### config.mk
export PLATFORM = sky130hd
export DESIGN_NAME = mfs_regs
export DESIGN_NICKNAME = d
export VERILOG_FILES = /design/src/common/mfs_pkg.sv /design/src/logic/mfs_exposure_ctrl.sv /design/src/logic/mfs_regs.sv
export SDC_FILE = /design/constraint.sdc
export NUM_CORES = 1
export LEC_CHECK = 0
export BUFFER_PORTS_ARGS = -buffer_cell sky130_fd_sc_hd__buf_2
export CAP_MARGIN = 20
export CORE_MARGIN = 2
export CORE_UTILIZATION = 40
export DETAILED_ROUTE_END_ITERATION = 10
export MAX_ROUTING_LAYER = met4
export PLACE_DENSITY = 0.59
export SETUP_SLACK_MARGIN = 0.05
export SLEW_MARGIN = 20
export SYNTH_ARGS = -nofsm -noshare
export SYNTH_HDL_FRONTEND = slang
export SYNTH_SLANG_ARGS = --single-unit
### constraint.sdc
create_clock -name sys_clk -period 6.4 [get_ports sys_clk]
set_input_delay 0.96 -clock sys_clk [delete_from_list [all_inputs] [get_ports sys_clk]]
set_output_delay 0.96 -clock sys_clk [all_outputs]
set_load 0.02 [all_outputs]
### src/common/mfs_pkg.sv
// Constants and carrier types for the motion and frame statistics registers.
// Assumes one 250 MHz clock and a register port already decoded from the
// serial link into read and write strobes.
package mfs_pkg;

  // ----------------------------------------
  // Register addresses
  // ----------------------------------------
  localparam int ADDR_W = 7;
  localparam logic [ADDR_W-1:0] ADDR_MOTION = 7'h02;
  localparam logic [ADDR_W-1:0] ADDR_X_LOW = 7'h03;
  localparam logic [ADDR_W-1:0] ADDR_Y_LOW = 7'h04;
  localparam logic [ADDR_W-1:0] ADDR_XY_HIGH = 7'h05;
  localparam logic [ADDR_W-1:0] ADDR_QUALITY = 7'h06;
  localparam logic [ADDR_W-1:0] ADDR_EXPO_UPPER = 7'h07;
  localparam logic [ADDR_W-1:0] ADDR_EXPO_LOWER = 7'h08;
  localparam logic [ADDR_W-1:0] ADDR_PEAK = 7'h09;

  // ----------------------------------------
  // Field layout
  // ----------------------------------------
  localparam int DISP_W = 12;
  localparam int BYTE_W = 8;
  localparam int NIB_W = 4;
  localparam int STEP_W = 8;
  localparam int FEAT_W = 9;
  localparam int EXPO_W = 16;
  localparam int MOVE_BIT = 7;
  localparam int OVERFLOW_BIT = 4;

  // ----------------------------------------
  // Reset values and limits
  // ----------------------------------------
  localparam logic [DISP_W-1:0] DISP_RST = 12'h000;
  localparam logic [BYTE_W-1:0] BYTE_ZERO = 8'h00;
  localparam logic [BYTE_W-1:0] QUALITY_RST = 8'h00;
  localparam logic [BYTE_W-1:0] PEAK_RST = 8'hD0;
  localparam logic [EXPO_W-1:0] EXPO_RST = 16'h0064;
  localparam logic [BYTE_W-1:0] QUALITY_MAX = 8'hF2;
  localparam logic [BYTE_W-1:0] PEAK_MAX = 8'hFE;

  // ----------------------------------------
  // Exposure regulation targets
  // ----------------------------------------
  localparam logic [EXPO_W-1:0] EXPO_MIN = 16'h0010;
  localparam logic [EXPO_W-1:0] EXPO_MAX = 16'h4000;
  localparam logic [EXPO_W-1:0] EXPO_STEP = 16'h0004;
  localparam logic [BYTE_W-1:0] PEAK_HI = 8'hE0;
  localparam logic [BYTE_W-1:0] PEAK_LO = 8'h80;
  localparam logic [BYTE_W-1:0] AVG_HI = 8'hA0;
  localparam logic [BYTE_W-1:0] AVG_LO = 8'h40;

  // ----------------------------------------
  // Carriers
  // ----------------------------------------
  // Per-frame results from the image pipeline
  typedef struct packed {
    logic valid;
    logic signed [STEP_W-1:0] dx;
    logic signed [STEP_W-1:0] dy;
    logic [FEAT_W-1:0] features;
    logic surface_lost;
    logic [BYTE_W-1:0] peak;
    logic [BYTE_W-1:0] avg;
  } mfs_frame_type;

  // Register access strobe from the serial port
  typedef struct packed {
    logic rd;
    logic wr;
    logic [ADDR_W-1:0] addr;
    logic [BYTE_W-1:0] wdata;
  } mfs_req_type;

endpackage

### src/logic/mfs_exposure_ctrl.sv
// Automatic exposure regulation, one adjustment per frame.
// Assumes frame results arrive as a single-cycle valid with the frame's
// peak and average pixel values.
module mfs_exposure_ctrl (
  input wire logic sys_clk,
  input wire logic resetn,
  input wire mfs_pkg::mfs_frame_type frame,
  output logic [mfs_pkg::EXPO_W-1:0] exposure
);

  // ----------------------------------------
  // State
  // ----------------------------------------
  typedef struct packed {
    logic [mfs_pkg::EXPO_W-1:0] expo;
  } mfs_expo_state_type;

  mfs_expo_state_type state_q;
  mfs_expo_state_type state_d;

  // Too bright shortens, too dark lengthens, clamped to the window
  always_comb
  begin
    state_d = state_q;
    if (frame.valid)
    begin
      if (frame.peak > mfs_pkg::PEAK_HI || frame.avg > mfs_pkg::AVG_HI)
      begin
        if (state_q.expo > mfs_pkg::EXPO_MIN + mfs_pkg::EXPO_STEP)
          state_d.expo = state_q.expo - mfs_pkg::EXPO_STEP;
        else
          state_d.expo = mfs_pkg::EXPO_MIN;
      end
      else if (frame.peak < mfs_pkg::PEAK_LO && frame.avg < mfs_pkg::AVG_LO)
      begin
        if (state_q.expo < mfs_pkg::EXPO_MAX - mfs_pkg::EXPO_STEP)
          state_d.expo = state_q.expo + mfs_pkg::EXPO_STEP;
        else
          state_d.expo = mfs_pkg::EXPO_MAX;
      end
    end
  end

  // State register
  always_ff @(posedge sys_clk or negedge resetn)
  begin
    if (!resetn)
      state_q <= '{expo: mfs_pkg::EXPO_RST};
    else
      state_q <= state_d;
  end

  assign exposure = state_q.expo;

endmodule

### src/logic/mfs_regs.sv
// Motion, surface quality, exposure and peak pixel register group.
// Assumes the serial port delivers single-cycle read and write strobes with
// an address, and the image pipeline a single-cycle frame result.
// Frame steps are signed and already limited to one byte per axis.

// Operation
// - Horizontal low byte shows displacement bits 7..0; reading it clears it.
// - Vertical low byte shows displacement bits 7..0; reading it clears it.
// - High byte: X bits 11..8 in 7..4, Y bits 11..8 in 3..0.
// - Reading the high byte clears the reported displacement; live sums gathered during the readout carry over.
// - Surface quality is the upper eight bits of the nine-bit feature count.
// - Surface quality never reads above 242.
// - Surface quality is near zero with no surface below.
// - Exposure is sixteen bits of clock cycles, split over two registers.
// - Exposure adjusts itself to keep average and peak pixel in range.
// - Peak pixel reports the frame maximum, 0 to 254, per frame.
// - Any write to motion status clears flags and all displacement.
// - Accumulator overflow sets a flag and freezes accumulation until the high byte is read.
// - Motion flag shows displacement is waiting since the last report.
module mfs_regs (
  input wire logic sys_clk,
  input wire logic resetn,
  input wire mfs_pkg::mfs_req_type req,
  input wire mfs_pkg::mfs_frame_type frame,
  output logic [mfs_pkg::BYTE_W-1:0] rd_data,
  output logic rd_valid,
  output logic movement_flag,
  output logic accumulator_overflow_flag
);

  // ----------------------------------------
  // State
  // ----------------------------------------
  typedef struct packed {
    // Live sums of frame steps
    logic [mfs_pkg::DISP_W-1:0] acc_x;
    logic [mfs_pkg::DISP_W-1:0] acc_y;
    // Snapshot taken when a readout opens
    logic [mfs_pkg::DISP_W-1:0] snap_x;
    logic [mfs_pkg::DISP_W-1:0] snap_y;
    // Readout and status flags
    logic held;
    logic moved;
    logic overflow;
    // Per-frame statistics and exposure latch
    logic [mfs_pkg::BYTE_W-1:0] quality;
    logic [mfs_pkg::BYTE_W-1:0] peak;
    logic [mfs_pkg::BYTE_W-1:0] expo_lo;
    // Registered read answer
    logic [mfs_pkg::BYTE_W-1:0] rdata;
    logic rvalid;
  } mfs_state_type;

  localparam mfs_state_type STATE_RST = '{
    acc_x: mfs_pkg::DISP_RST,
    acc_y: mfs_pkg::DISP_RST,
    snap_x: mfs_pkg::DISP_RST,
    snap_y: mfs_pkg::DISP_RST,
    held: 1'b0,
    moved: 1'b0,
    overflow: 1'b0,
    quality: mfs_pkg::QUALITY_RST,
    peak: mfs_pkg::PEAK_RST,
    expo_lo: mfs_pkg::EXPO_RST[mfs_pkg::BYTE_W-1:0],
    rdata: mfs_pkg::BYTE_ZERO,
    rvalid: 1'b0
  };

  mfs_state_type state_q;
  mfs_state_type state_d;
  logic [mfs_pkg::EXPO_W-1:0] exposure;

  // ----------------------------------------
  // Helpers
  // ----------------------------------------
  // Signed add of a frame step; top bit flags a 12-bit overflow
  function automatic logic [mfs_pkg::DISP_W:0] acc_add(
    input logic [mfs_pkg::DISP_W-1:0] acc,
    input logic [mfs_pkg::STEP_W-1:0] step
  );
    logic [mfs_pkg::DISP_W:0] sum;
    sum = {acc[mfs_pkg::DISP_W-1], acc}
        + {{(mfs_pkg::DISP_W-mfs_pkg::STEP_W+1){step[mfs_pkg::STEP_W-1]}}, step};
    return {sum[mfs_pkg::DISP_W] ^ sum[mfs_pkg::DISP_W-1], sum[mfs_pkg::DISP_W-1:0]};
  endfunction

  // Clamp a byte to a ceiling
  function automatic logic [mfs_pkg::BYTE_W-1:0] clamp8(
    input logic [mfs_pkg::BYTE_W-1:0] value,
    input logic [mfs_pkg::BYTE_W-1:0] ceiling
  );
    return (value > ceiling) ? ceiling : value;
  endfunction

  // Status byte: movement and overflow bits, the rest read zero
  function automatic logic [mfs_pkg::BYTE_W-1:0] status_byte(
    input logic moved,
    input logic overflow
  );
    logic [mfs_pkg::BYTE_W-1:0] value;
    value = mfs_pkg::BYTE_ZERO;
    value[mfs_pkg::MOVE_BIT] = moved;
    value[mfs_pkg::OVERFLOW_BIT] = overflow;
    return value;
  endfunction

  // Shared high byte: X top nibble above Y top nibble
  function automatic logic [mfs_pkg::BYTE_W-1:0] high_nibbles(
    input logic [mfs_pkg::DISP_W-1:0] x,
    input logic [mfs_pkg::DISP_W-1:0] y
  );
    return {x[mfs_pkg::DISP_W-1:mfs_pkg::BYTE_W], y[mfs_pkg::DISP_W-1:mfs_pkg::BYTE_W]};
  endfunction

  // ----------------------------------------
  // Exposure regulator
  // ----------------------------------------
  // Adjusts once per frame; its upper byte is read live below, the lower byte latched
  mfs_exposure_ctrl u_exposure (
    .sys_clk(sys_clk),
    .resetn(resetn),
    .frame(frame),
    .exposure(exposure)
  );

  // ----------------------------------------
  // Next state
  // ----------------------------------------
  logic rd_motion;
  logic rd_x_low;
  logic rd_y_low;
  logic rd_high;
  logic rd_quality;
  logic rd_expo_up;
  logic rd_expo_lo;
  logic rd_peak;
  logic wr_motion;
  logic frame_moved;
  logic [mfs_pkg::DISP_W-1:0] view_x;
  logic [mfs_pkg::DISP_W-1:0] view_y;
  logic [mfs_pkg::DISP_W:0] sum_x;
  logic [mfs_pkg::DISP_W:0] sum_y;

  // ----------------------------------------
  // Address decode
  // ----------------------------------------
  // One-hot read strobes from the access address
  always_comb
  begin
    rd_motion = 1'b0;
    rd_x_low = 1'b0;
    rd_y_low = 1'b0;
    rd_high = 1'b0;
    rd_quality = 1'b0;
    rd_expo_up = 1'b0;
    rd_expo_lo = 1'b0;
    rd_peak = 1'b0;
    wr_motion = req.wr && req.addr == mfs_pkg::ADDR_MOTION;
    if (!req.rd)
      rd_motion = 1'b0;
    else if (req.addr == mfs_pkg::ADDR_MOTION)
      rd_motion = 1'b1;
    else if (req.addr == mfs_pkg::ADDR_X_LOW)
      rd_x_low = 1'b1;
    else if (req.addr == mfs_pkg::ADDR_Y_LOW)
      rd_y_low = 1'b1;
    else if (req.addr == mfs_pkg::ADDR_XY_HIGH)
      rd_high = 1'b1;
    else if (req.addr == mfs_pkg::ADDR_QUALITY)
      rd_quality = 1'b1;
    else if (req.addr == mfs_pkg::ADDR_EXPO_UPPER)
      rd_expo_up = 1'b1;
    else if (req.addr == mfs_pkg::ADDR_EXPO_LOWER)
      rd_expo_lo = 1'b1;
    else if (req.addr == mfs_pkg::ADDR_PEAK)
      rd_peak = 1'b1;
  end

  // Report view: held snapshot if a readout is open, else live sums
  assign view_x = state_q.held ? state_q.snap_x : state_q.acc_x;
  assign view_y = state_q.held ? state_q.snap_y : state_q.acc_y;
  assign frame_moved = frame.valid && (frame.dx != '0 || frame.dy != '0);

  // Readout, clearing and accumulation
  always_comb
  begin
    state_d = state_q;
    state_d.rvalid = req.rd;
    sum_x = '0;
    sum_y = '0;
    // First read of the readout freezes a snapshot, live sums restart
    // Frames landing during the readout go to the live sums only
    if ((rd_motion || rd_x_low || rd_y_low) && !state_q.held)
    begin
      state_d.snap_x = state_q.acc_x;
      state_d.snap_y = state_q.acc_y;
      state_d.held = 1'b1;
      state_d.acc_x = mfs_pkg::DISP_RST;
      state_d.acc_y = mfs_pkg::DISP_RST;
    end
    if (rd_x_low)
      state_d.snap_x[mfs_pkg::BYTE_W-1:0] = mfs_pkg::BYTE_ZERO;
    if (rd_y_low)
      state_d.snap_y[mfs_pkg::BYTE_W-1:0] = mfs_pkg::BYTE_ZERO;
    // High byte read ends the readout and releases the overflow freeze
    // Nonzero live sums gathered while the readout was open keep the flag up
    if (rd_high)
    begin
      state_d.snap_x = mfs_pkg::DISP_RST;
      state_d.snap_y = mfs_pkg::DISP_RST;
      state_d.held = 1'b0;
      state_d.overflow = 1'b0;
      if (!state_q.held)
      begin
        state_d.acc_x = mfs_pkg::DISP_RST;
        state_d.acc_y = mfs_pkg::DISP_RST;
      end
      state_d.moved = state_q.held && (state_q.acc_x != '0 || state_q.acc_y != '0);
    end
    // Any write to motion status wipes flags and displacement
    // Write data is never stored; only the address matters
    if (wr_motion)
    begin
      state_d.acc_x = mfs_pkg::DISP_RST;
      state_d.acc_y = mfs_pkg::DISP_RST;
      state_d.snap_x = mfs_pkg::DISP_RST;
      state_d.snap_y = mfs_pkg::DISP_RST;
      state_d.held = 1'b0;
      state_d.moved = 1'b0;
      state_d.overflow = 1'b0;
    end
    // Frame step lands after clears, so a same-cycle event is kept
    // A step that would overflow either axis is dropped whole
    if (frame.valid && !state_d.overflow)
    begin
      sum_x = acc_add(state_d.acc_x, frame.dx);
      sum_y = acc_add(state_d.acc_y, frame.dy);
      if (sum_x[mfs_pkg::DISP_W] || sum_y[mfs_pkg::DISP_W])
        state_d.overflow = 1'b1;
      else
      begin
        state_d.acc_x = sum_x[mfs_pkg::DISP_W-1:0];
        state_d.acc_y = sum_y[mfs_pkg::DISP_W-1:0];
      end
    end
    if (frame_moved)
      state_d.moved = 1'b1;
    // Per-frame statistics
    if (frame.valid)
    begin
      if (frame.surface_lost)
        state_d.quality = mfs_pkg::QUALITY_RST;
      else
        state_d.quality = clamp8(frame.features[mfs_pkg::FEAT_W-1:1],
                                 mfs_pkg::QUALITY_MAX);
      state_d.peak = clamp8(frame.peak, mfs_pkg::PEAK_MAX);
    end
    // Upper exposure read pins the lower half
    // A later upper read re-latches, so the pair is read back to back
    if (rd_expo_up)
      state_d.expo_lo = exposure[mfs_pkg::BYTE_W-1:0];
    // Read data mux, unmapped addresses answer zero
    state_d.rdata = mfs_pkg::BYTE_ZERO;
    if (rd_motion)
      state_d.rdata = status_byte(state_q.moved, state_q.overflow);
    else if (rd_x_low)
      state_d.rdata = view_x[mfs_pkg::BYTE_W-1:0];
    else if (rd_y_low)
      state_d.rdata = view_y[mfs_pkg::BYTE_W-1:0];
    else if (rd_high)
      state_d.rdata = high_nibbles(view_x, view_y);
    else if (rd_quality)
      state_d.rdata = state_q.quality;
    else if (rd_expo_up)
      state_d.rdata = exposure[mfs_pkg::EXPO_W-1:mfs_pkg::BYTE_W];
    else if (rd_expo_lo)
      state_d.rdata = state_q.expo_lo;
    else if (rd_peak)
      state_d.rdata = state_q.peak;
  end

  // ----------------------------------------
  // State register
  // ----------------------------------------
  always_ff @(posedge sys_clk or negedge resetn)
  begin
    if (!resetn)
      state_q <= STATE_RST;
    else
      state_q <= state_d;
  end

  // ----------------------------------------
  // Outputs
  // ----------------------------------------
  assign rd_data = state_q.rdata;
  assign rd_valid = state_q.rvalid;
  assign movement_flag = state_q.moved;
  assign accumulator_overflow_flag = state_q.overflow;

endmodule

# Word-level counts from Yosys, hierarchy flattened
# Cells that the tools add are included.
dict set report totals {
  wordCells 133
  mem_bits_rw 0
  latch_bits 0
  output_inout_bits 11
  mem_count 0
  mem_bits_ro 0
  register_bits 100
}
dict set report op_classes {
  mux 72
  eq_ne 8
  bitwise 2
  n_addsub 4
  n_mul 0
  reduce_logical 24
  magnitude_cmp 8
  shift 0
  div_mod_pow 0
}
# op n
set ops {}
lappend ops {{8-bit two-way mux} 13}
lappend ops {{51-bit two-way mux} 2}
lappend ops {{24-bit two-way mux} 3}
lappend ops {{16-bit two-way mux} 4}
lappend ops {{49-bit two-way mux} 1}
lappend ops {{1-bit two-way mux} 47}
lappend ops {{8-bit greater-than comparator, second input constant} 4}
lappend ops {{7-bit by 3-bit == test with 1-bit output, second input constant} 4}
lappend ops {{12-bit by 8-bit adder with 13-bit output} 2}
lappend ops {{12-bit two-way mux} 2}
lappend ops {{12-bit nonzero test} 2}
lappend ops {{16-bit by 3-bit adder with 16-bit output, second input constant} 1}
lappend ops {{16-bit by 5-bit greater-than comparator with 1-bit output, second input constant} 1}
lappend ops {{16-bit by 14-bit less-than comparator with 1-bit output, second input constant} 1}
lappend ops {{8-bit nonzero test} 2}
lappend ops {{16-bit by 3-bit subtractor with 16-bit output, second input constant} 1}
lappend ops {{7-bit by 2-bit == test with 1-bit output, second input constant} 2}
lappend ops {{7-bit by 4-bit == test with 1-bit output, second input constant} 2}
lappend ops {{8-bit by 7-bit less-than comparator with 1-bit output, second input constant} 1}
lappend ops {{8-bit less-than comparator, second input constant} 1}
lappend ops {{4-bit nonzero test} 2}
lappend ops {{1-bit logical AND} 6}
lappend ops {{1-bit logical OR} 6}
lappend ops {{3-bit nonzero test} 2}
lappend ops {{other kinds (4)} 6}

# Longest topological paths before layout
# Gate-level depths: netlist (run 1).
dict set report logic_depth {
  word_depth 18
  ltp_mapped 19
}

# Hierarchy
# From an unflattened synthesis (run 1), not the netlist that was laid out.
dict set report unflattened {
  hier_cells 710
  hier_area_um2 6615.1
}
# mod n_inst area_per_inst_um2 cells_per_inst
set by_module_without_submodules {}
lappend by_module_without_submodules {mfs_regs 1 5367.6 554}
lappend by_module_without_submodules {mfs_exposure_ctrl 1 1247.4 156}

# Least setup slack after synthesis (run 1)
# OpenSTA, ideal clock, no wires.
dict set report synth_timing {
  kind {in2reg}
  start {in req[13] in the netlist's numbering}
  end {reg state_q[65] in the netlist's numbering}
  path_slack_ns 1.997
  path_stages 19
  n_path_buf 2
  arrival_time_ns 4.278
  setup_time_ns 0.125
  cell_sequence {nor3_1 -> nand2_1 -> or3_1 -> nand2_1 -> a21oi_1 -> clkbuf_1 -> and2_1 -> ha_1 -> inv_1 -> fa_1 -> nor2b_4 -> o31a_4 -> o22ai_2 -> o21ai_2 -> mux2i_1 -> o311ai_4 -> nor2_8 -> buf_12 -> mux2_4}
}
# element line
set synth_rtl {}
lappend synth_rtl {{from (decl)} mfs_regs.sv:23} ;# input wire mfs_pkg::mfs_req_type req,
lappend synth_rtl {{to (signal assigned)} mfs_regs.sv:290} ;# state_q <= state_d;
lappend synth_rtl {{to (decl)} mfs_regs.sv:69} ;# mfs_state_type state_q;

==> qor.yml, run 1 <==
synth:
  async_flop_share_pct: 100.0
  synth.top_cells.by_area: "dfrtp_1, mux2i_1, ha_1, mux2_4, dfstp_2"
  synth-main-ff-cell: "dfrtp_1"
  ys_seq_area_share_pct: 37.37
  netlist_area_mm2: 0.006459
  syn_inst: 663
  synth_top_cell_area_share_pct: 33.71
  synth_nets: 754
  synth-seq-cells: 96
  synth_enable_flop_cells: 0
  yosys_warnings: 0
  synth.distinct_cells: 80
  synth_area_per_cell_um2: 9.742
  synth.largest_area_cell: "dfrtp_1"
sta:
  slew_violations: 0
  hold_viol: 0
  finalSetupViolCount: 0
  relSlewSlack_pct: 30.85
  layout_min_cycle_time_ns: 4.747
  tightest_slew_ns: 1.033
  fmax_mhz: 210.7
  finalCritPeriodShare_pct: 74.18
  finClkSkew_ns: 0.007446
  setup-tns-final_ns: 0
  grt_setup_unrepaired: "false"
floorplan:
  io_pins: 73
  die_w_um: 131.1
  start_util_pct: 40.81
  fp.dieArea_mm2: 0.01718
  core-area_mm2: 0.01583
  die_h_um: 131.1
  num_rows: 46
power_and_ir_drop:
  p_seq_share_pct: 34.2
  power_switching_share_pct: 40.34
  pwr-share-clk_pct: 19.4
  p_total_mw: 2.861
  p_leak_nw: 3.383
  p_sw_mw: 1.154
  peakVddDrop_mv: 0.1898
  power_density_mw_per_mm2: 397.5
  intPower_mw: 1.707
  share_comb_of_total_power_pct: 46.4
worst_setup_path:
  start_kind: "input port"
  path_class: "in2reg"
  crit_buf_inv: 3
  reg2regPathDepth: 16
  arrival_ns: 4.99
  cp-end-kind: "register"
  cp.required_ns: 6.64
  slowest_delay_ns: 0.46
  cp_cell_sequence: "buf_2 > nor3_1 > nand2_1 > or3_1 > nand2_1 > a21oi_1 > buf_4 > and2_1 > ha_1 > inv_1 > fa_1 > nor2b_1 > o31ai_1 > a21oi_2 > a2bb2oi_1 > xnor2_2 > o311ai_4 > nor2_8 > mux2_2"
  cp_slowest_cell: "nor2_8"
  cp_top_family: "simple AND/OR/NAND/NOR gates"
  path_depth: 19
  crit_top_cell: "nand2_1"
  path_max_fanout: 24
global_route:
  grt_pass1_vias: 4860
  grtUsageTotal_pct: 19.55
  grt_max_degree: 53
  grt_pass1_wl_um: 25340
  antenna_found_initial: 0
  gr-total-overflow: 0
place:
  portBuffers: 63
  gp_congestion: 0.9001
  place_hpwl_um: 12040
clock_tree:
  clock_sinks: 96
  post_cts_buffers: 0
  cts.path.max_buffers: 2
  cts-buffers-inserted: 9
  cts_tree: "done"
  hold_buffers: 0
  clock_latency_ns: 0.35
  h-tree-depth: 3
  root_buffer: "clkbuf_16"
  path_clk_slew_ns: 0.07
  cts-resized-gates: 0
route:
  drc: 0
  wirelength_um: 15850
  routed_via_density: 5.409
  drt_first_iter_violations: 313
  dr.pass1.iters: 5
  ant_nets: 0
  wire_per_inst_um: 16.99
  dr_total_vias: 5047
cells_and_area:
  multi_input_area_mm2: 0.003775
  nFillCells: 1515
  seqCellArea_mm2: 0.002414
  diodes: 0
  syn_to_final_growth_pct: 11.45
  drive_gt1_share_pct: 20.50
  final_common_cell: "dfrtp_1"
  fin_nets: 803
  layout_common_cells: "dfrtp_1, nor2_1, buf_2"
hold_path:
  hold_path.class: "reg2reg"
  holdPathStages: 1
run:
  cap_violations: 0
status:
  outcome: "finished, final reports clean"
==> power groups by stage <==
stage | Clock, mW | Sequential, mW | Combinational (mW)
2_1_floorplan | 0 | 0.903 | 1.08
4_1_cts | 0.570 | 0.975 | 1.33
6_report | 0.555 | 0.980 | 1.33
3_5_place_dp | 0 | 0.985 | 1.32
5_1_grt | 0.588 | 1.00 | 1.47
3_3_place_gp | 0 | 0.977 | 1.28
==> per-stage QoR <==
step           hold slack [ns]  instance area, um2  std cells  util (%)  setup WS [ns]
2_1_floorplan           0.4689                6459        663         -          1.997
3_3_place_gp            0.4927                6897        917     43.57          1.284
3_5_place_dp            0.4994                6897        917     43.57          1.245
4_1_cts                 0.5144                7198        933     45.48          1.614
5_1_grt                 0.5336                7198        933     45.48          1.302
6_report                0.5136                7198        933     45.48          1.653
==> flip-flops by register name (all words and copies together), names as in the netlist <==
signal,flops
accumulator_overflow_flag,1
rd_valid,1
state_q,71
rd_data,8
u_exposure.exposure,14
movement_flag,1
==> cells by family after synthesis <==
family,share of synthesized area (%)
xor gates and xnor gates,2.828
and+or+nand+nor,16.35
buffers and inverters,4.184
muxes,16.08
adders and majority gates,5.850
DFF,37.37
AOI/OAI and AO/OA,17.34
==> worst reg2reg max path: stages, from the launching register on <==
cell and delay [ns]:
dfrtp_1 0.33, buf_4 0.37, nor2b_1 0.12, a21oi_1 0.19, buf_4 0.24, and2_1 0.19, ha_1 0.22, inv_1 0.07
fa_1 0.41, nor2b_1 0.17, o31ai_1 0.13, a21oi_2 0.20, a2bb2oi_1 0.29, xnor2_2 0.18, o311ai_4 0.21, nor2_8 0.46
mux2_2 0.41
==> Yosys cell counts (9+ instances only) <==
| library cell | count |
|---|---|
| nand3_1 | 11 |
| o21a_1 | 10 |
| xnor2_1 | 15 |
| nor2_1 | 63 |
| mux2i_1 | 58 |
| nand2_1 | 47 |
| and2_1 | 24 |
| o21ai_0 | 35 |
| nor3_1 | 15 |
| mux2_4 | 17 |
| mux2_2 | 18 |
| ha_1 | 27 |
| dfstp_2 | 9 |
| clkbuf_1 | 12 |
| o22ai_1 | 12 |
| o211ai_1 | 11 |
| buf_4 | 9 |
| inv_1 | 24 |
| dfrtp_1 | 87 |
| a21oi_1 | 38 |
| nor4_1 | 10 |
==> area by class of cell <==
type / instances / share of cell area, %
clock buffers: 9 / 3.129
clock inverters: 7 / 1.060
inverters: 24 / 1.252
multi-input cells: 514 / 52.44
flip-flops and latches: 96 / 33.53
well taps: 216 / 3.755
repair buffers: 67 / 4.832
==> layer usage <==
metal | global-route usage (%) | share of wire, % | vias to the layer above | wire length [um]
li1 | - | - | 2513 | -
met1 | 27.02 | 50 | 2422 | 7992
met2 | 29.84 | 45 | 93 | 7097
met3 | 2.273 | 2.9 | 19 | 457
met4 | 6.884 | 1.9 | 0 | 301
met5 | - | 0 | - | 0
==> worst paths after layout <==
path,to,start,slack [ns]
max,state_q[62]$_DFF_PN0_,req[13],1.65
min,state_q[16]$_DFFE_PN0P_,state_q[16]$_DFFE_PN0P_,0.51
max reg2reg,state_q[62]$_DFF_PN0_,state_q[35]$_DFFE_PN0P_,2.13
min reg2reg,state_q[16]$_DFFE_PN0P_,state_q[16]$_DFFE_PN0P_,0.51
max in group asynchronous,rd_data[4]$_DFF_PN0_,resetn,4.71
min in group asynchronous,state_q[18]$_DFFE_PN0P_,resetn,0.60
Power figures use the tool's default switching activity.
==> inputs of run 2 (changes only) <==
--- a/config.mk
+++ b/config.mk
@@ -11,7 +11,7 @@
 export CORE_UTILIZATION = 40
 export DETAILED_ROUTE_END_ITERATION = 10
 export MAX_ROUTING_LAYER = met4
-export PLACE_DENSITY = 0.59
+export PLACE_DENSITY = 0.61
 export SETUP_SLACK_MARGIN = 0.05
 export SLEW_MARGIN = 20
 export SYNTH_ARGS = -nofsm -noshare
==> constraint.sdc (replaced) <==
create_clock -name sys_clk -period 4.1 [get_ports sys_clk]
set_input_delay 0.615 -clock sys_clk [delete_from_list [all_inputs] [get_ports sys_clk]]
set_output_delay 0.615 -clock sys_clk [all_outputs]
set_load 0.02 [all_outputs]
==> run 2 against run 1 <==
Clock-buffer cell count is 2 higher. Critical path depth shrank 1. Non-clock buffer count up 56. Critical endpoint is now state_q[76]$_DFF_PN0_. Largest power group unchanged.
==> qor.yml, run 2 (synthesized netlist as in run 1, its figures left out) <==
sta:
  fmax_mhz: 252.9
  finalCritPeriodShare_pct: 96.44
  tightest_slew_ns: 0.9367
  relSlewSlack_pct: 37.32
  hold_viol: 0
  slew_violations: 0
  layout_min_cycle_time_ns: 3.954
  finalSetupViolCount: 0
  whs_ns: 0.3779
  finClkSkew_ns: 0.01101
floorplan:
  num_rows: 46
  die_h_um: 131.1
  start_util_pct: 40.81
  die_w_um: 131.1
  fp.dieArea_mm2: 0.01718
  core-area_mm2: 0.01583
  io_pins: 73
clock_tree:
  cts.path.max_buffers: 2
  h-tree-depth: 3
  root_buffer: "clkbuf_16"
  clock_latency_ns: 0.36
  cts_tree: "done"
  clock_sinks: 96
  cts-buffers-inserted: 9
  path_clk_slew_ns: 0.07
route:
  wire_per_inst_um: 17.19
  wirelength_um: 17000
  drt_first_iter_violations: 414
  dr_total_vias: 5407
  routed_via_density: 5.467
  ant_nets: 0
  drc: 0
  dr.pass1.iters: 5
worst_setup_path:
  cp-end-kind: "register"
  cp-startpoint: "req[14]"
  r2r-start: "state_q[35]$_DFFE_PN0P_"
  arrival_ns: 4.19
  cp_slowest_cell: "a2111o_1"
  cp.required_ns: 4.34
  r2r_slack_ns: 0.60
  path_max_fanout: 8
  path_class: "in2reg"
  slowest_delay_ns: 0.44
  start_kind: "input port"
  cp_cell_sequence: "buf_2 > nor3_4 > nand2_1 > or3_4 > nand2_4 > a21oi_4 > buf_12 > buf_4 > and2_1 > ha_1 > a2111o_1 > o22ai_4 > o21ai_2 > mux2i_2 > o311ai_4 > nor2_8 > clkbuf_16 > mux2_4"
cells_and_area:
  final_common_cell: "dfrtp_1"
  top_register: "state_q"
  fin_nets: 859
  drive_gt1_share_pct: 28.98
  largest_register_ff_count: 71
  syn_to_final_growth_pct: 21.93
  nFillCells: 1466
  final_cells: 989
  seqCellArea_mm2: 0.002414
  layout_common_cells: "dfrtp_1, nor2_1, buf_2"
  diodes: 0
  multi_input_area_mm2: 0.003926
power_and_ir_drop:
  power_density_mw_per_mm2: 622.7
  p_sw_mw: 1.904
  p_seq_share_pct: 31.1
  peakVddDrop_mv: 0.3730
  pwr-share-clk_pct: 18.4
  share_comb_of_total_power_pct: 50.5
  intPower_mw: 2.999
  p_total_mw: 4.904
  p_leak_nw: 3.710
  power_switching_share_pct: 38.84
global_route:
  grt_pass1_wl_um: 26520
  antenna_found_initial: 0
  grt_max_degree: 72
  grtUsageTotal_pct: 20.43
  grt_pass1_vias: 5237
  gr-total-overflow: 0
place:
  gp_congestion: 0.9061
  placedCellCount: 967
  place_hpwl_um: 12600
  portBuffers: 63
run:
  cap_violations: 0
status:
  outcome: "finished, final reports clean"
hold_path:
  hold_path.class: "in2async"
-- run 2: changes by cell type in the layout (fill, tap and decap cells not counted), sizes merged --
cell	change
buf	+53
clkbuf	+5
inv	-3
bufinv	+1
-- run 2: cell type report --
cell class	instances	share of cell area, %
timing repair buffer	123	10.90
clock buffer	11	2.955
clock inverter	5	1.065
sequential	96	30.65
inverter	24	1.144
multi-input combinational	514	49.86
tap	216	3.432
-- run 2: path summary, 6_finish.rpt --
kind,to,cells past startpoint
max,state_q[76]$_DFF_PN0_,18
min,rd_valid$_DFF_PN0_,1
max reg2reg,state_q[76]$_DFF_PN0_,14
min reg2reg,state_q[12]$_DFFE_PN0P_,1
max in group asynchronous,state_q[53]$_DFFE_PN0P_,2
min in group sys_clk,state_q[30]$_DFFE_PN0P_,3
-- run 2: repair_timing --
action | 4_1_cts | 5_1_grt
setup endpoints to repair | 0 | 24
hold buffers | 0 | 0
endpoints found under the hold margin | 0 | 0
resized for setup | 0 | 30
buffers inserted | 0 | 3
-- run 2: power groups by stage --
stage	clock [mW]	sequential, mW	combinational [mW]
after floorplan	0	1.41	1.69
final	0.904	1.52	2.47
after CTS	0.922	1.52	2.35
after global routing	0.956	1.56	2.73
after global placement	0	1.52	2.26
after detailed placement	0	1.53	2.34
-- run 2: per-stage QoR --
step           setup slack, ns  cell area (um2)  setup TNS, ns  util, %
3_3_place_gp           -0.2000             7317         -3.978    46.23
6_report                0.1461             7875              0    49.75
5_1_grt               -0.01444             7875       -0.08006    49.75
3_5_place_dp           -0.2753             7317         -5.459    46.23
4_1_cts                0.07552             7634              0    48.23
2_1_floorplan          0.07170             6467              0        -
-- run 2: worst max-delay path, delay by kind of cell --
family,cells,cell delay (ns)
and+or+nand+nor,6,1.04
muxes,2,0.46
buffers and inverters,4,0.60
AOI/OAI and AO/OA,5,1.21
adders and majority gates,1,0.25
-- run 2: per-layer routing --
layer	share of wire, %	track usage (%)
met1	47	27.44
met2	47	32.52
met3	4.5	2.394
met4	1.9	6.383
met5	0	-
==> inputs of run 3 (changes only) <==
--- a/config.mk
+++ b/config.mk
@@ -11,7 +11,7 @@
 export CORE_UTILIZATION = 40
 export DETAILED_ROUTE_END_ITERATION = 10
 export MAX_ROUTING_LAYER = met4
-export PLACE_DENSITY = 0.61
+export PLACE_DENSITY = 0.59
 export SETUP_SLACK_MARGIN = 0.05
 export SLEW_MARGIN = 20
 export SYNTH_ARGS = -nofsm -noshare
==> constraint.sdc (replaced) <==
create_clock -name sys_clk -period 4.5 [get_ports sys_clk]
set_input_delay 0.225 -clock sys_clk [delete_from_list [all_inputs] [get_ports sys_clk]]
set_output_delay 0.225 -clock sys_clk [all_outputs]
set_load 0.02 [all_outputs]
==> run 3 against run 2 <==
Combinational power is 23% lower. Clock power is 18% lower. First-iteration DRC count is 7.5% lower. Clock-buffer cell count is 1 lower. Sequential power is 9% lower. Clock skew is 0.0033 ns lower. Die area stayed put. Hold slack worse by 0.28 ns. Highest routed layer unchanged. Cell count is 5.4% lower. Sequential share of layout area is 2.8 points higher. Via count is 4.6% lower. Total power is 18% lower.
==> qor.yml, run 3 (synthesized netlist as in run 1, its figures left out) <==
route:
  drt_first_iter_violations: 383
  dr.pass1.iters: 5
  routed_via_density: 5.512
  wirelength_um: 16120
  dr_total_vias: 5159
  wire_per_inst_um: 17.22
  ant_nets: 0
  drc: 0
global_route:
  grt_pass1_wl_um: 26230
  grtUsageTotal_pct: 20.21
  grt_max_degree: 53
  antenna_found_initial: 0
  grt_pass1_vias: 5071
  gr-total-overflow: 0
cells_and_area:
  largest_register_ff_count: 71
  nFillCells: 1537
  diodes: 0
  final_cells: 936
  postLayoutCoreUtil_pct: 45.60
  final_common_cell: "dfrtp_1"
  seqCellArea_mm2: 0.002414
  drive_gt1_share_pct: 20.69
  top_register: "state_q"
  fin_nets: 806
  multi_input_area_mm2: 0.003775
  layout_common_cells: "dfrtp_1, nor2_1, buf_2"
  syn_to_final_growth_pct: 11.74
power_and_ir_drop:
  power_density_mw_per_mm2: 558.7
  p_leak_nw: 3.396
  peakVddDrop_mv: 0.2918
  p_total_mw: 4.032
clock_tree:
  cts_tree: "done"
  post_cts_buffers: 0
  cts.path.max_buffers: 2
  path_clk_slew_ns: 0.06
  hold_buffers: 1
  clock_sinks: 96
  h-tree-depth: 3
  clock_latency_ns: 0.35
  cts-resized-gates: 0
  root_buffer: "clkbuf_16"
  cts-buffers-inserted: 9
floorplan:
  start_util_pct: 40.81
  fp.dieArea_mm2: 0.01718
  num_rows: 46
  core-area_mm2: 0.01583
  die_h_um: 131.1
  io_pins: 73
  die_w_um: 131.1
sta:
  finClkSkew_ns: 0.007753
  hold_viol: 0
  grt_setup_unrepaired: "false"
  tightest_slew_ns: 1.049
  layout_min_cycle_time_ns: 3.920
  finalSetupViolCount: 0
  relSlewSlack_pct: 29.83
  whs_ns: 0.09710
  finalCritPeriodShare_pct: 87.10
  slew_violations: 0
  fmax_mhz: 255.1
  setup-tns-final_ns: 0
hold_path:
  hold_path.class: "in2reg"
place:
  gp_congestion: 0.9761
  place_hpwl_um: 12270
  portBuffers: 63
  placedCellCount: 919
worst_setup_path:
  arrival_ns: 4.15
  cp.required_ns: 4.73
  path_max_fanout: 24
  cp-end-kind: "register"
  start_kind: "input port"
  path_class: "in2reg"
run:
  cap_violations: 0
status:
  outcome: "finished, final reports clean"
run 3: cell type report:
| cell class | count | area share (%) |
|---|---|---|
| Timing Repair Buffer | 70 | 5.340 |
| Sequential cell | 96 | 33.44 |
| Clock inverter | 6 | 0.6068 |
| Multi-Input combinational cell | 514 | 52.31 |
| Inverter | 24 | 1.248 |
| Tap cell | 216 | 3.745 |
| Clock buffer | 10 | 3.311 |
run 3: worst paths after layout:
path | depth (start not counted) | slack, ns | startpoint | endpoint
setup / recovery | 20 | 0.58 | req[13] | state_q[76]$_DFF_PN0_
hold / removal | 1 | 0.1 | req[16] | rd_valid$_DFF_PN0_
setup reg to reg | 17 | 0.60 | state_q[35]$_DFFE_PN0P_ | state_q[76]$_DFF_PN0_
hold reg to reg | 1 | 0.52 | state_q[13]$_DFFE_PN0P_ | state_q[13]$_DFFE_PN0P_
max in group asynchronous | 3 | 3.00 | resetn | state_q[82]$_DFF_PN0_
min in group asynchronous | 2 | 0.41 | resetn | state_q[17]$_DFFE_PN0P_
run 3: critical path, stage by stage:
cell      delay, ns
buf_2          0.12
nor3_1         0.26
nand2_1        0.11
or3_1          0.38
nand2_1        0.11
a21oi_1        0.09
buf_4          0.21
and2_1         0.20
ha_1           0.22
inv_1          0.08
fa_1           0.25
nor2b_4        0.06
o31a_4         0.29
o22ai_2        0.23
o21ai_2        0.10
mux2i_1        0.24
o311ai_4       0.16
nor2_8         0.30
buf_12         0.20
mux2_4         0.31
run 3: metrics by stage:
stage                     setup WS, ns  cell area, um2
after CTS                       0.5694            7217
after detailed placement        0.2114            6924
after floorplan                 0.7214            6459
final                           0.5804            7217
after global placement          0.3007            6924
after global routing            0.2787            7217
run 3: where the power goes:
part,switching (mW),leakage (nW),internal (mW)
clock,0.348,0.139,0.392
sequential,0.279,1.22,1.11
combinational,1.01,2.04,0.884
run 3: layer usage:
layer	global-route usage, %	wire, um
met1	27.72	7752
met2	31.06	7323
met3	2.192	687
met4	7.447	356
met5	-	0
